File: config.mk
export PLATFORM = sky130hd
export DESIGN_NAME = uart_sdam
export DESIGN_NICKNAME = d
export VERILOG_FILES = /design/src/inc/uart_sdam_pkg.sv /design/src/logic/uart_sdam.sv
export VERILOG_INCLUDE_DIRS = /design/src /design/src/inc
export SDC_FILE = /design/constraint.sdc
export NUM_CORES = 1
export LEC_CHECK = 0
export BUFFER_PORTS_ARGS = -buffer_cell sky130_fd_sc_hd__buf_2
export CORE_AREA = 2 2 102 114
export DETAILED_ROUTE_END_ITERATION = 16
export DIE_AREA = 0 0 104 116
export PLACE_DENSITY = 0.83
export SYNTH_ARGS = -nofsm -noshare
export SYNTH_HDL_FRONTEND = slang
export SYNTH_SLANG_ARGS = --single-unit
File: constraint.sdc
create_clock -name MCLK -period 7.15 [get_ports MCLK]
set_input_delay 0.3575 -clock MCLK [delete_from_list [all_inputs] [get_ports MCLK]]
set_output_delay 0.3575 -clock MCLK [all_outputs]
set_load 0.02 [all_outputs]
File: src/inc/uart_sdam_params.svh
// constants for the serial status, data holding and node match block
// assumes a 12-bit byte-wide register port and a 100 MHz system clock
`ifndef UART_SDAM_PARAMS_SVH
`define UART_SDAM_PARAMS_SVH
// ----------------------------------------------------------------
// register offsets
// ----------------------------------------------------------------
`define OFS_DATA 12'hf40
`define OFS_FLAGS1 12'hf41
`define OFS_CTRL 12'hf42
`define OFS_FLAGS2 12'hf44
`define OFS_NODE 12'hf45
`define OFS_IRQ_STAT 12'hf48
`define OFS_IRQ_MASK 12'hf49
// ----------------------------------------------------------------
// reset values
// ----------------------------------------------------------------
`define RST_NODE 8'h00
`define RST_CTRL 8'h00
`define RST_MASK 4'h0
// ----------------------------------------------------------------
// field positions
// ----------------------------------------------------------------
`define CTRL_PAR_ON 0
`define CTRL_PAR_ODD 1
`define CTRL_MODE 2
`define CTRL_SEL 4:3
`define CTRL_TXMP 5
`define F2_SPARE 3:2
`define IRQ_RX 0
`define IRQ_ERR 1
`define IRQ_TX_HOLDING_EMPTY_FLAG 2
`define IRQ_TXDONE 3
// ----------------------------------------------------------------
// timing
// ----------------------------------------------------------------
`define CLK_PERIOD_NS 10
`define BIT_TIME_NS 8680
`define BIT_CYCLES (`BIT_TIME_NS / `CLK_PERIOD_NS)
`endif

File: src/inc/uart_sdam_pkg.sv
// types for the serial status, data holding and node match block
// assumes nothing beyond a standard SystemVerilog elaborator
package uart_sdam_pkg;
  // ----------------------------------------------------------------
  // state machines
  // ----------------------------------------------------------------
  typedef enum logic [1:0] {RX_IDLE, RX_START, RX_BITS} rx_state_t;
  typedef enum logic {TX_IDLE, TX_SHIFT} tx_state_t;
  typedef logic [15:0] cnt_t;
  // ----------------------------------------------------------------
  // whole block state
  // ----------------------------------------------------------------
  typedef struct packed {
    logic [2:0] rx_sync;
    logic rx_lvl;
    logic [2:0] cts_sync;
    logic cts_lvl;
    rx_state_t rx_st;
    cnt_t rx_cnt;
    logic [3:0] rx_idx;
    logic [9:0] rx_bits;
    tx_state_t tx_st;
    cnt_t tx_cnt;
    logic [3:0] tx_idx;
    logic [10:0] tx_frame;
    logic tx_line;
    logic [7:0] tx_hold;
    logic tx_hold_mp;
    logic tx_holding_empty_flag;
    logic [7:0] rx_hold;
    logic rx_available_flag;
    logic pe;
    logic oe;
    logic fe;
    logic brk;
    logic frame_start_flag;
    logic ninth_bit_rx_flag;
    logic [1:0] spare;
    logic [7:0] node;
    logic [7:0] ctrl;
    logic selected;
    logic first_pending;
    logic [3:0] irq_stat;
    logic [3:0] irq_mask;
    logic [7:0] rdata;
  } state_t;
endpackage

File: src/logic/uart_sdam.sv
// serial status flags, data holding registers and node address match
// assumes a byte-wide register port on MCLK and async serial pins
`timescale 1ns/1ps
`include "uart_sdam_params.svh"

module uart_sdam #(
  parameter int unsigned CLKS_PER_BIT = `BIT_CYCLES
) (
  input wire logic MCLK,
  input wire logic RESET,
  input wire logic [11:0] ADDR,
  input wire logic [7:0] WDATA,
  input wire logic WR,
  input wire logic RD,
  output logic [7:0] RDATA,
  input wire logic SERIAL_IN_PIN,
  output logic SERIAL_OUT_PIN,
  input wire logic CTS_N,
  output logic IRQ
);
  import uart_sdam_pkg::*;

  localparam cnt_t BIT_LAST = cnt_t'(CLKS_PER_BIT - 1);
  localparam cnt_t HALF_LAST = cnt_t'(CLKS_PER_BIT / 2 - 1);

  state_t r;
  state_t n;
  logic rd_rx;
  logic wr_tx;
  logic extra;
  logic mode_on;
  logic [1:0] sel;
  logic rx_done;
  logic deliver;
  logic [9:0] frame;
  logic [7:0] rx_data;
  logic ext_bit;
  logic stop_bit;
  logic par_bad;
  logic brk_seen;
  logic is_addr;
  logic match;
  logic overrun;
  logic tx_idle;
  logic [3:0] rx_last;
  logic [3:0] tx_last;

  // ----------------------------------------------------------------
  // decode and frame format
  // ----------------------------------------------------------------
  // one address for both holding registers: reads go to receive side
  assign rd_rx = RD && (ADDR == `OFS_DATA);
  assign wr_tx = WR && (ADDR == `OFS_DATA);
  assign mode_on = r.ctrl[`CTRL_MODE];
  assign sel = r.ctrl[`CTRL_SEL];
  // ninth bit replaces parity in multiprocessor mode
  assign extra = mode_on | r.ctrl[`CTRL_PAR_ON];
  assign rx_last = extra ? 4'h9 : 4'h8;
  assign tx_last = extra ? 4'ha : 4'h9;
  assign tx_idle = (r.tx_st == TX_IDLE) && r.tx_holding_empty_flag;

  // ----------------------------------------------------------------
  // next state
  // ----------------------------------------------------------------
  always_comb begin
    n = r;
    rx_done = 1'b0;
    deliver = 1'b0;
    // third flop vs second: a change counts once they agree
    n.rx_sync = {r.rx_sync[1:0], SERIAL_IN_PIN};
    if (r.rx_sync[1] == r.rx_sync[2]) begin
      n.rx_lvl = r.rx_sync[1];
    end
    n.cts_sync = {r.cts_sync[1:0], CTS_N};
    if (r.cts_sync[1] == r.cts_sync[2]) begin
      n.cts_lvl = r.cts_sync[1];
    end

    // receiver: middle-of-bit sampling after a checked start bit
    case (r.rx_st)
      RX_IDLE: begin
        if (!r.rx_lvl) begin
          n.rx_st = RX_START;
          n.rx_cnt = '0;
        end
      end
      RX_START: begin
        if (r.rx_cnt == HALF_LAST) begin
          n.rx_cnt = '0;
          n.rx_idx = 4'h0;
          // a glitch shorter than half a bit is dropped
          n.rx_st = r.rx_lvl ? RX_IDLE : RX_BITS;
        end else begin
          n.rx_cnt = r.rx_cnt + 16'h0001;
        end
      end
      RX_BITS: begin
        if (r.rx_cnt == BIT_LAST) begin
          n.rx_cnt = '0;
          n.rx_bits[r.rx_idx] = r.rx_lvl;
          n.rx_idx = r.rx_idx + 4'h1;
          if (r.rx_idx == rx_last) begin
            n.rx_st = RX_IDLE;
            rx_done = 1'b1;
          end
        end else begin
          n.rx_cnt = r.rx_cnt + 16'h0001;
        end
      end
      default: begin
        n.rx_st = RX_IDLE;
      end
    endcase

    frame = n.rx_bits;
    rx_data = frame[7:0];
    ext_bit = extra & frame[8];
    stop_bit = extra ? frame[9] : frame[8];
    par_bad = r.ctrl[`CTRL_PAR_ON] && !mode_on &&
              ((^{rx_data, ext_bit}) != r.ctrl[`CTRL_PAR_ODD]);
    brk_seen = ~|rx_data & ~ext_bit & ~stop_bit;
    is_addr = mode_on & ext_bit;
    match = (rx_data == r.node);

    // node filtering decides which characters reach software
    if (!mode_on) begin
      deliver = rx_done;
    end else begin
      case (sel)
        2'h0: deliver = rx_done;
        2'h1: deliver = rx_done & is_addr;
        2'h2: deliver = rx_done & (is_addr ? match : r.selected);
        default: deliver = rx_done & !is_addr & r.selected;
      endcase
    end
    overrun = deliver && r.rx_available_flag && !rd_rx;

    // clears from a holding read go first so a new character wins
    if (rd_rx) begin
      n.rx_available_flag = 1'b0;
      n.pe = 1'b0;
      n.fe = 1'b0;
      n.brk = 1'b0;
      n.frame_start_flag = 1'b0;
      n.ninth_bit_rx_flag = 1'b0;
      if (!r.rx_available_flag) begin
        n.oe = 1'b0;
      end
    end
    if (rx_done && is_addr) begin
      n.selected = match;
      n.first_pending = sel[1] ? match : 1'b1;
    end
    if (deliver) begin
      n.rx_hold = rx_data;
      n.rx_available_flag = 1'b1;
      n.pe = par_bad;
      n.fe = !stop_bit;
      n.brk = brk_seen;
      n.ninth_bit_rx_flag = ext_bit;
      n.frame_start_flag = mode_on & !is_addr & r.first_pending;
      if (overrun) begin
        n.oe = 1'b1;
      end
    end
    if (rx_done && mode_on && !is_addr) begin
      n.first_pending = 1'b0;
    end

    // transmitter: holding register feeds an 11-bit frame shifter
    case (r.tx_st)
      TX_IDLE: begin
        if (!r.tx_holding_empty_flag) begin
          n.tx_frame[0] = 1'b0;
          n.tx_frame[8:1] = r.tx_hold;
          n.tx_frame[9] = !extra | (mode_on ? r.tx_hold_mp :
                          ((^r.tx_hold) ^ r.ctrl[`CTRL_PAR_ODD]));
          n.tx_frame[10] = 1'b1;
          n.tx_line = 1'b0;
          n.tx_cnt = '0;
          n.tx_idx = 4'h0;
          n.tx_holding_empty_flag = 1'b1;
          n.tx_st = TX_SHIFT;
        end
      end
      default: begin
        if (r.tx_cnt == BIT_LAST) begin
          n.tx_cnt = '0;
          n.tx_frame = {1'b1, r.tx_frame[10:1]};
          if (r.tx_idx == tx_last) begin
            n.tx_line = 1'b1;
            n.tx_st = TX_IDLE;
          end else begin
            n.tx_line = r.tx_frame[1];
            n.tx_idx = r.tx_idx + 4'h1;
          end
        end else begin
          n.tx_cnt = r.tx_cnt + 16'h0001;
        end
      end
    endcase
    // a write while not empty overwrites the waiting byte
    if (wr_tx) begin
      n.tx_hold = WDATA;
      n.tx_hold_mp = r.ctrl[`CTRL_TXMP];
      n.tx_holding_empty_flag = 1'b0;
    end

    // ----------------------------------------------------------------
    // software writes
    // ----------------------------------------------------------------
    if (WR) begin
      if (ADDR == `OFS_CTRL) begin
        n.ctrl = WDATA;
      end else if (ADDR == `OFS_FLAGS2) begin
        n.spare = WDATA[`F2_SPARE];
      end else if (ADDR == `OFS_NODE) begin
        n.node = WDATA;
      end else if (ADDR == `OFS_IRQ_STAT) begin
        n.irq_stat = r.irq_stat & ~WDATA[3:0];
      end else if (ADDR == `OFS_IRQ_MASK) begin
        n.irq_mask = WDATA[3:0];
      end
    end
    // events after the write-one clear so a same-cycle event survives
    if (deliver) begin
      n.irq_stat[`IRQ_RX] = 1'b1;
      if (par_bad || !stop_bit || brk_seen || overrun) begin
        n.irq_stat[`IRQ_ERR] = 1'b1;
      end
    end
    if (r.tx_st == TX_IDLE && !r.tx_holding_empty_flag) begin
      n.irq_stat[`IRQ_TX_HOLDING_EMPTY_FLAG] = 1'b1;
    end
    if (r.tx_st == TX_SHIFT && n.tx_st == TX_IDLE) begin
      n.irq_stat[`IRQ_TXDONE] = 1'b1;
    end

    // ----------------------------------------------------------------
    // software reads: data stands one cycle after the strobe only
    // ----------------------------------------------------------------
    n.rdata = 8'h00;
    if (RD) begin
      if (ADDR == `OFS_DATA) begin
        n.rdata = r.rx_hold;
      end else if (ADDR == `OFS_FLAGS1) begin
        n.rdata = {r.rx_available_flag, r.pe, r.oe, r.fe, r.brk, r.tx_holding_empty_flag, tx_idle,
                   r.cts_lvl};
      end else if (ADDR == `OFS_CTRL) begin
        n.rdata = r.ctrl;
      end else if (ADDR == `OFS_FLAGS2) begin
        n.rdata = {4'h0, r.spare, r.frame_start_flag, r.ninth_bit_rx_flag};
      end else if (ADDR == `OFS_NODE) begin
        n.rdata = r.node;
      end else if (ADDR == `OFS_IRQ_STAT) begin
        n.rdata = {4'h0, r.irq_stat};
      end else if (ADDR == `OFS_IRQ_MASK) begin
        n.rdata = {4'h0, r.irq_mask};
      end
    end
  end

  // ----------------------------------------------------------------
  // state register
  // ----------------------------------------------------------------
  always_ff @(posedge MCLK) begin
    if (RESET) begin
      r <= '0;
      r.rx_sync <= 3'h7;
      r.rx_lvl <= 1'b1;
      r.cts_sync <= 3'h7;
      r.cts_lvl <= 1'b1;
      r.tx_line <= 1'b1;
      r.tx_holding_empty_flag <= 1'b1;
      r.node <= `RST_NODE;
      r.ctrl <= `RST_CTRL;
      r.irq_mask <= `RST_MASK;
    end else begin
      r <= n;
    end
  end

  assign RDATA = r.rdata;
  assign SERIAL_OUT_PIN = r.tx_line;
  assign IRQ = |(r.irq_stat & r.irq_mask);

  // ----------------------------------------------------------------
  // checks
  // ----------------------------------------------------------------
  property p_rda_set;
    @(posedge MCLK) disable iff (RESET)
    deliver |=> r.rx_available_flag && (r.rx_hold == $past(rx_data));
  endproperty
  a_rda_set: assert property (p_rda_set)
    else $error("available flag or data not loaded");

  property p_rda_clr;
    @(posedge MCLK) disable iff (RESET)
    rd_rx && !deliver |=> !r.rx_available_flag && !r.frame_start_flag && !r.ninth_bit_rx_flag;
  endproperty
  a_rda_clr: assert property (p_rda_clr)
    else $error("holding read did not clear flags");

  property p_pe;
    @(posedge MCLK) disable iff (RESET)
    deliver |=> r.pe == $past(par_bad);
  endproperty
  a_pe: assert property (p_pe)
    else $error("parity flag does not match character");

  property p_oe_keep;
    @(posedge MCLK) disable iff (RESET)
    rd_rx && r.rx_available_flag && r.oe |=> r.oe;
  endproperty
  a_oe_keep: assert property (p_oe_keep)
    else $error("overrun cleared while data available");

  property p_oe_set;
    @(posedge MCLK) disable iff (RESET)
    deliver && r.rx_available_flag && !rd_rx |=> r.oe;
  endproperty
  a_oe_set: assert property (p_oe_set)
    else $error("overrun not flagged");

  property p_fe_brk;
    @(posedge MCLK) disable iff (RESET)
    deliver |=> r.fe == !$past(stop_bit) && r.brk == $past(brk_seen);
  endproperty
  a_fe_brk: assert property (p_fe_brk)
    else $error("framing or break flag wrong");

  property p_tx_holding_empty_flag;
    @(posedge MCLK) disable iff (RESET)
    wr_tx && r.tx_holding_empty_flag && r.tx_st == TX_IDLE |=> !r.tx_holding_empty_flag ##1 r.tx_holding_empty_flag;
  endproperty
  a_tx_holding_empty_flag: assert property (p_tx_holding_empty_flag)
    else $error("holding empty flag sequence wrong");

  property p_tx_start;
    @(posedge MCLK) disable iff (RESET)
    r.tx_st == TX_IDLE && !r.tx_holding_empty_flag |=> !SERIAL_OUT_PIN && !tx_idle;
  endproperty
  a_tx_start: assert property (p_tx_start)
    else $error("start bit not driven");

  property p_cts;
    @(posedge MCLK) disable iff (RESET)
    RD && ADDR == `OFS_FLAGS1 |=> RDATA[0] == $past(r.cts_lvl);
  endproperty
  a_cts: assert property (p_cts)
    else $error("clear-to-send level not reported");

  property p_nomatch;
    @(posedge MCLK) disable iff (RESET)
    rx_done && mode_on && sel[1] && is_addr && !match |-> !deliver;
  endproperty
  a_nomatch: assert property (p_nomatch)
    else $error("mismatched address delivered");
endmodule

==> out/metrics.cfg <==
[cells_and_area]
drive_gt1_frac=0.109
nNetsFinal=852
syn2layout_area_growth_pct=11.2
final_cell_mix=nor2_1, dfxtp_1, a21oi_1, nand2_1, nand3_1
fin_util=0.665
stdcell_area_um2=7190
final_common_cell=nor2_1
antenna_cells=0
final-instance-count-excl-fill=971

[die]
ios=36
core_um2=10800
die_height_um=116
die_w_um=104
start_util=0.598
die-area_um2=12100
rows=40

[grt]
grt_max_degree=104
grt_pass1_vias=5493
grt_overflow=0
grt_first_pass_wirelength_mm=25.4
antenna_found_initial=0
grtUsageTotal=0.264

[critical_path]
regToRegSetupSlack_ns=2.62
max_stage_delay_ns=0.69
worstPathMaxFanout=25
r2r_cells=11
start_kind=flop
arrival_ns=4.88
crit_buf_inv=1
rr_startpoint=r[124]$_SDFFE_PP0P_
critPathTopFamily=simple AND/OR/NAND/NOR gates
crit_path_end_kind=flop
path_cells=inv_1, ha_1, or4bb_1, nor4_2, nand3_1, mux2i_1, a31oi_1, o21a_1, a311o_1, or3_1, a21oi_1
path_class=flop to flop
worstPathRequired_ns=7.50
worstReg2RegEnd=r[41]$_SDFFE_PP0P_
cpMaxStageDelayCell=nor4_2

[cts]
clock_path_buffers=2
cts.sinks=133
clock_latency_ns=0.43
root_buffer=clkbuf_16
cts_hold_buf=0
cts_resized=0
cts_buffers=17
cts_setup_buffers=0
h-tree-depth=4
cts_tree=yes
path_clk_slew_ns=0.06

[sta]
skew_ns=0.00698
setup_tns_ns=0
max_freq_ghz=0.221
period_share=0.633
hold_ws_ns=0.118
drv_slew=0
relSlewSlack=0.304
worst_pin_slew_ns=1.04
hold_violations=0
fin_ws_ns=2.62
setup_viol=0
period_needed_ns=4.53
rsz0062_at_grt=false

[yosys]
synth_edf_count=0
async_flop_share=0
synth_top_area_frac=0.412
synthCells=804
synth.largest_area_cell=dfxtp_1
yosys-top-cells-area=dfxtp_1, nor2_1, a21oi_1, nand2_1, xnor2_1
synth_area_um2=6470
yosys_warnings=0
syn_avg_cell_area_um2=8.04
netlist-cell-type-count=61
synth.ff_latch_count=133
ys_dominant_reg_cell=dfxtp_1
seq_area_frac_synth=0.412
synth_fp_nets=845

[detailed_routing]
vias=5874
first_iter_violations=531
dr.pass1.iters=5
wirelength_mm=15.6
drc=0
vias_per_cell=6.05
wl_per_cell_um=16.1
ant_nets=0

[status]
status=completed

[placed_design]
place_inst=939
dp_slack_ns=2.71
dp_hpwl_mm=10.7
gp_congestion=0.873
placed_cell_area_um2=6610
portBuffers=35

[pwr]
p_leak_nw=2.76
power.density_nw_per_um2=225
power.total_mw=1.61
ir_drop_uv=218

[min_path]
hold_start=SERIAL_IN_PIN
hold_class=input port to flop
min_path_cells=2
whs_endpoint=n[132]$_SDFF_PP1_

[job]
maxCapViolCount=0

[cell type report]
type                       count  area, um^2
fill                         893        3620
multi-input combinational    598        3490
clock buffer                  20         457
inverter                      25        93.8
timing repair buffer          36         185
clock inverter                12         119
tap                          147         184
sequential                   133        2660
[registers in the layout, summed over array words and instances (netlist names)]
| name | cells |
|---|---|
| r | 119 |
| RDATA | 8 |
| n | 4 |
| SERIAL_OUT_PIN | 1 |
| mode_on | 1 |
[worst max-delay path by stage]
| stage | cells after the start | end | slack, ns | from |
|---|---|---|---|---|
| 4_1_cts | 11 | r[41]$_SDFFE_PP0P_ | 2.70 | r[124]$_SDFFE_PP0P_ |
| 3_3_place_gp | 11 | r[41]$_SDFFE_PP0P_ | 2.91 | r[124]$_SDFFE_PP0P_ |
| 6_report | 11 | r[41]$_SDFFE_PP0P_ | 2.62 | r[124]$_SDFFE_PP0P_ |
| 2_1_floorplan | 12 | r[50]$_SDFFE_PP0P_ | 3.83 | r[108]$_SDFFE_PP0P_ |
| 3_5_place_dp | 11 | r[41]$_SDFFE_PP0P_ | 2.71 | r[124]$_SDFFE_PP0P_ |
| 5_1_grt | 11 | r[41]$_SDFFE_PP0P_ | 2.27 | r[124]$_SDFFE_PP0P_ |
[logic make-up (layout without fill, tap and decap cells)]
| group | after synthesis | in the layout | share of synthesized area |
|---|---|---|---|
| multiplexers | 20 | 20 | 0.0313 |
| AO/OA/AOI/OAI | 164 | 164 | 0.152 |
| XOR/XNOR | 35 | 35 | 0.0495 |
| flip-flops | 133 | 133 | 0.412 |
| buffers and inverters | 73 | 93 | 0.0488 |
| adder cells (fa/ha/maj) | 15 | 15 | 0.0290 |
| AND/OR/NAND/NOR | 364 | 364 | 0.278 |
[report_power, final]
part / internal [mW] / leakage [nW] / switching (mW)
logic: 0.00837 / 1.42 / 0.0211
clock network: 0.501 / 0.268 / 0.341
registers: 0.743 / 1.07 / 0.000792
[cells in the mapped netlist, drive strengths merged, types with 6 or more instances]
cell type and count:
o21ai 26, nand2b 8, ha 15, inv 25, nor4 13, or2 13
xnor2 25, xor2 9, and2 6, nand2 63, dfxtp 133, nand4 16
a31oi 8, mux2i 18, and3 17, a21oi 81, nor3 13, nor2 139
a22oi 15, clkbuf 31, nand3 41, buf 17, or3 7
[layer usage]
| layer | global-route usage | routed length [um] |
|---|---|---|
| met1 | 0.300 | 6360 |
| met2 | 0.460 | 7900 |
| met3 | 0.0731 | 869 |
| met4 | 0.134 | 474 |
| met5 | 0 | 0 |
Power figures use the tool's default switching activity.
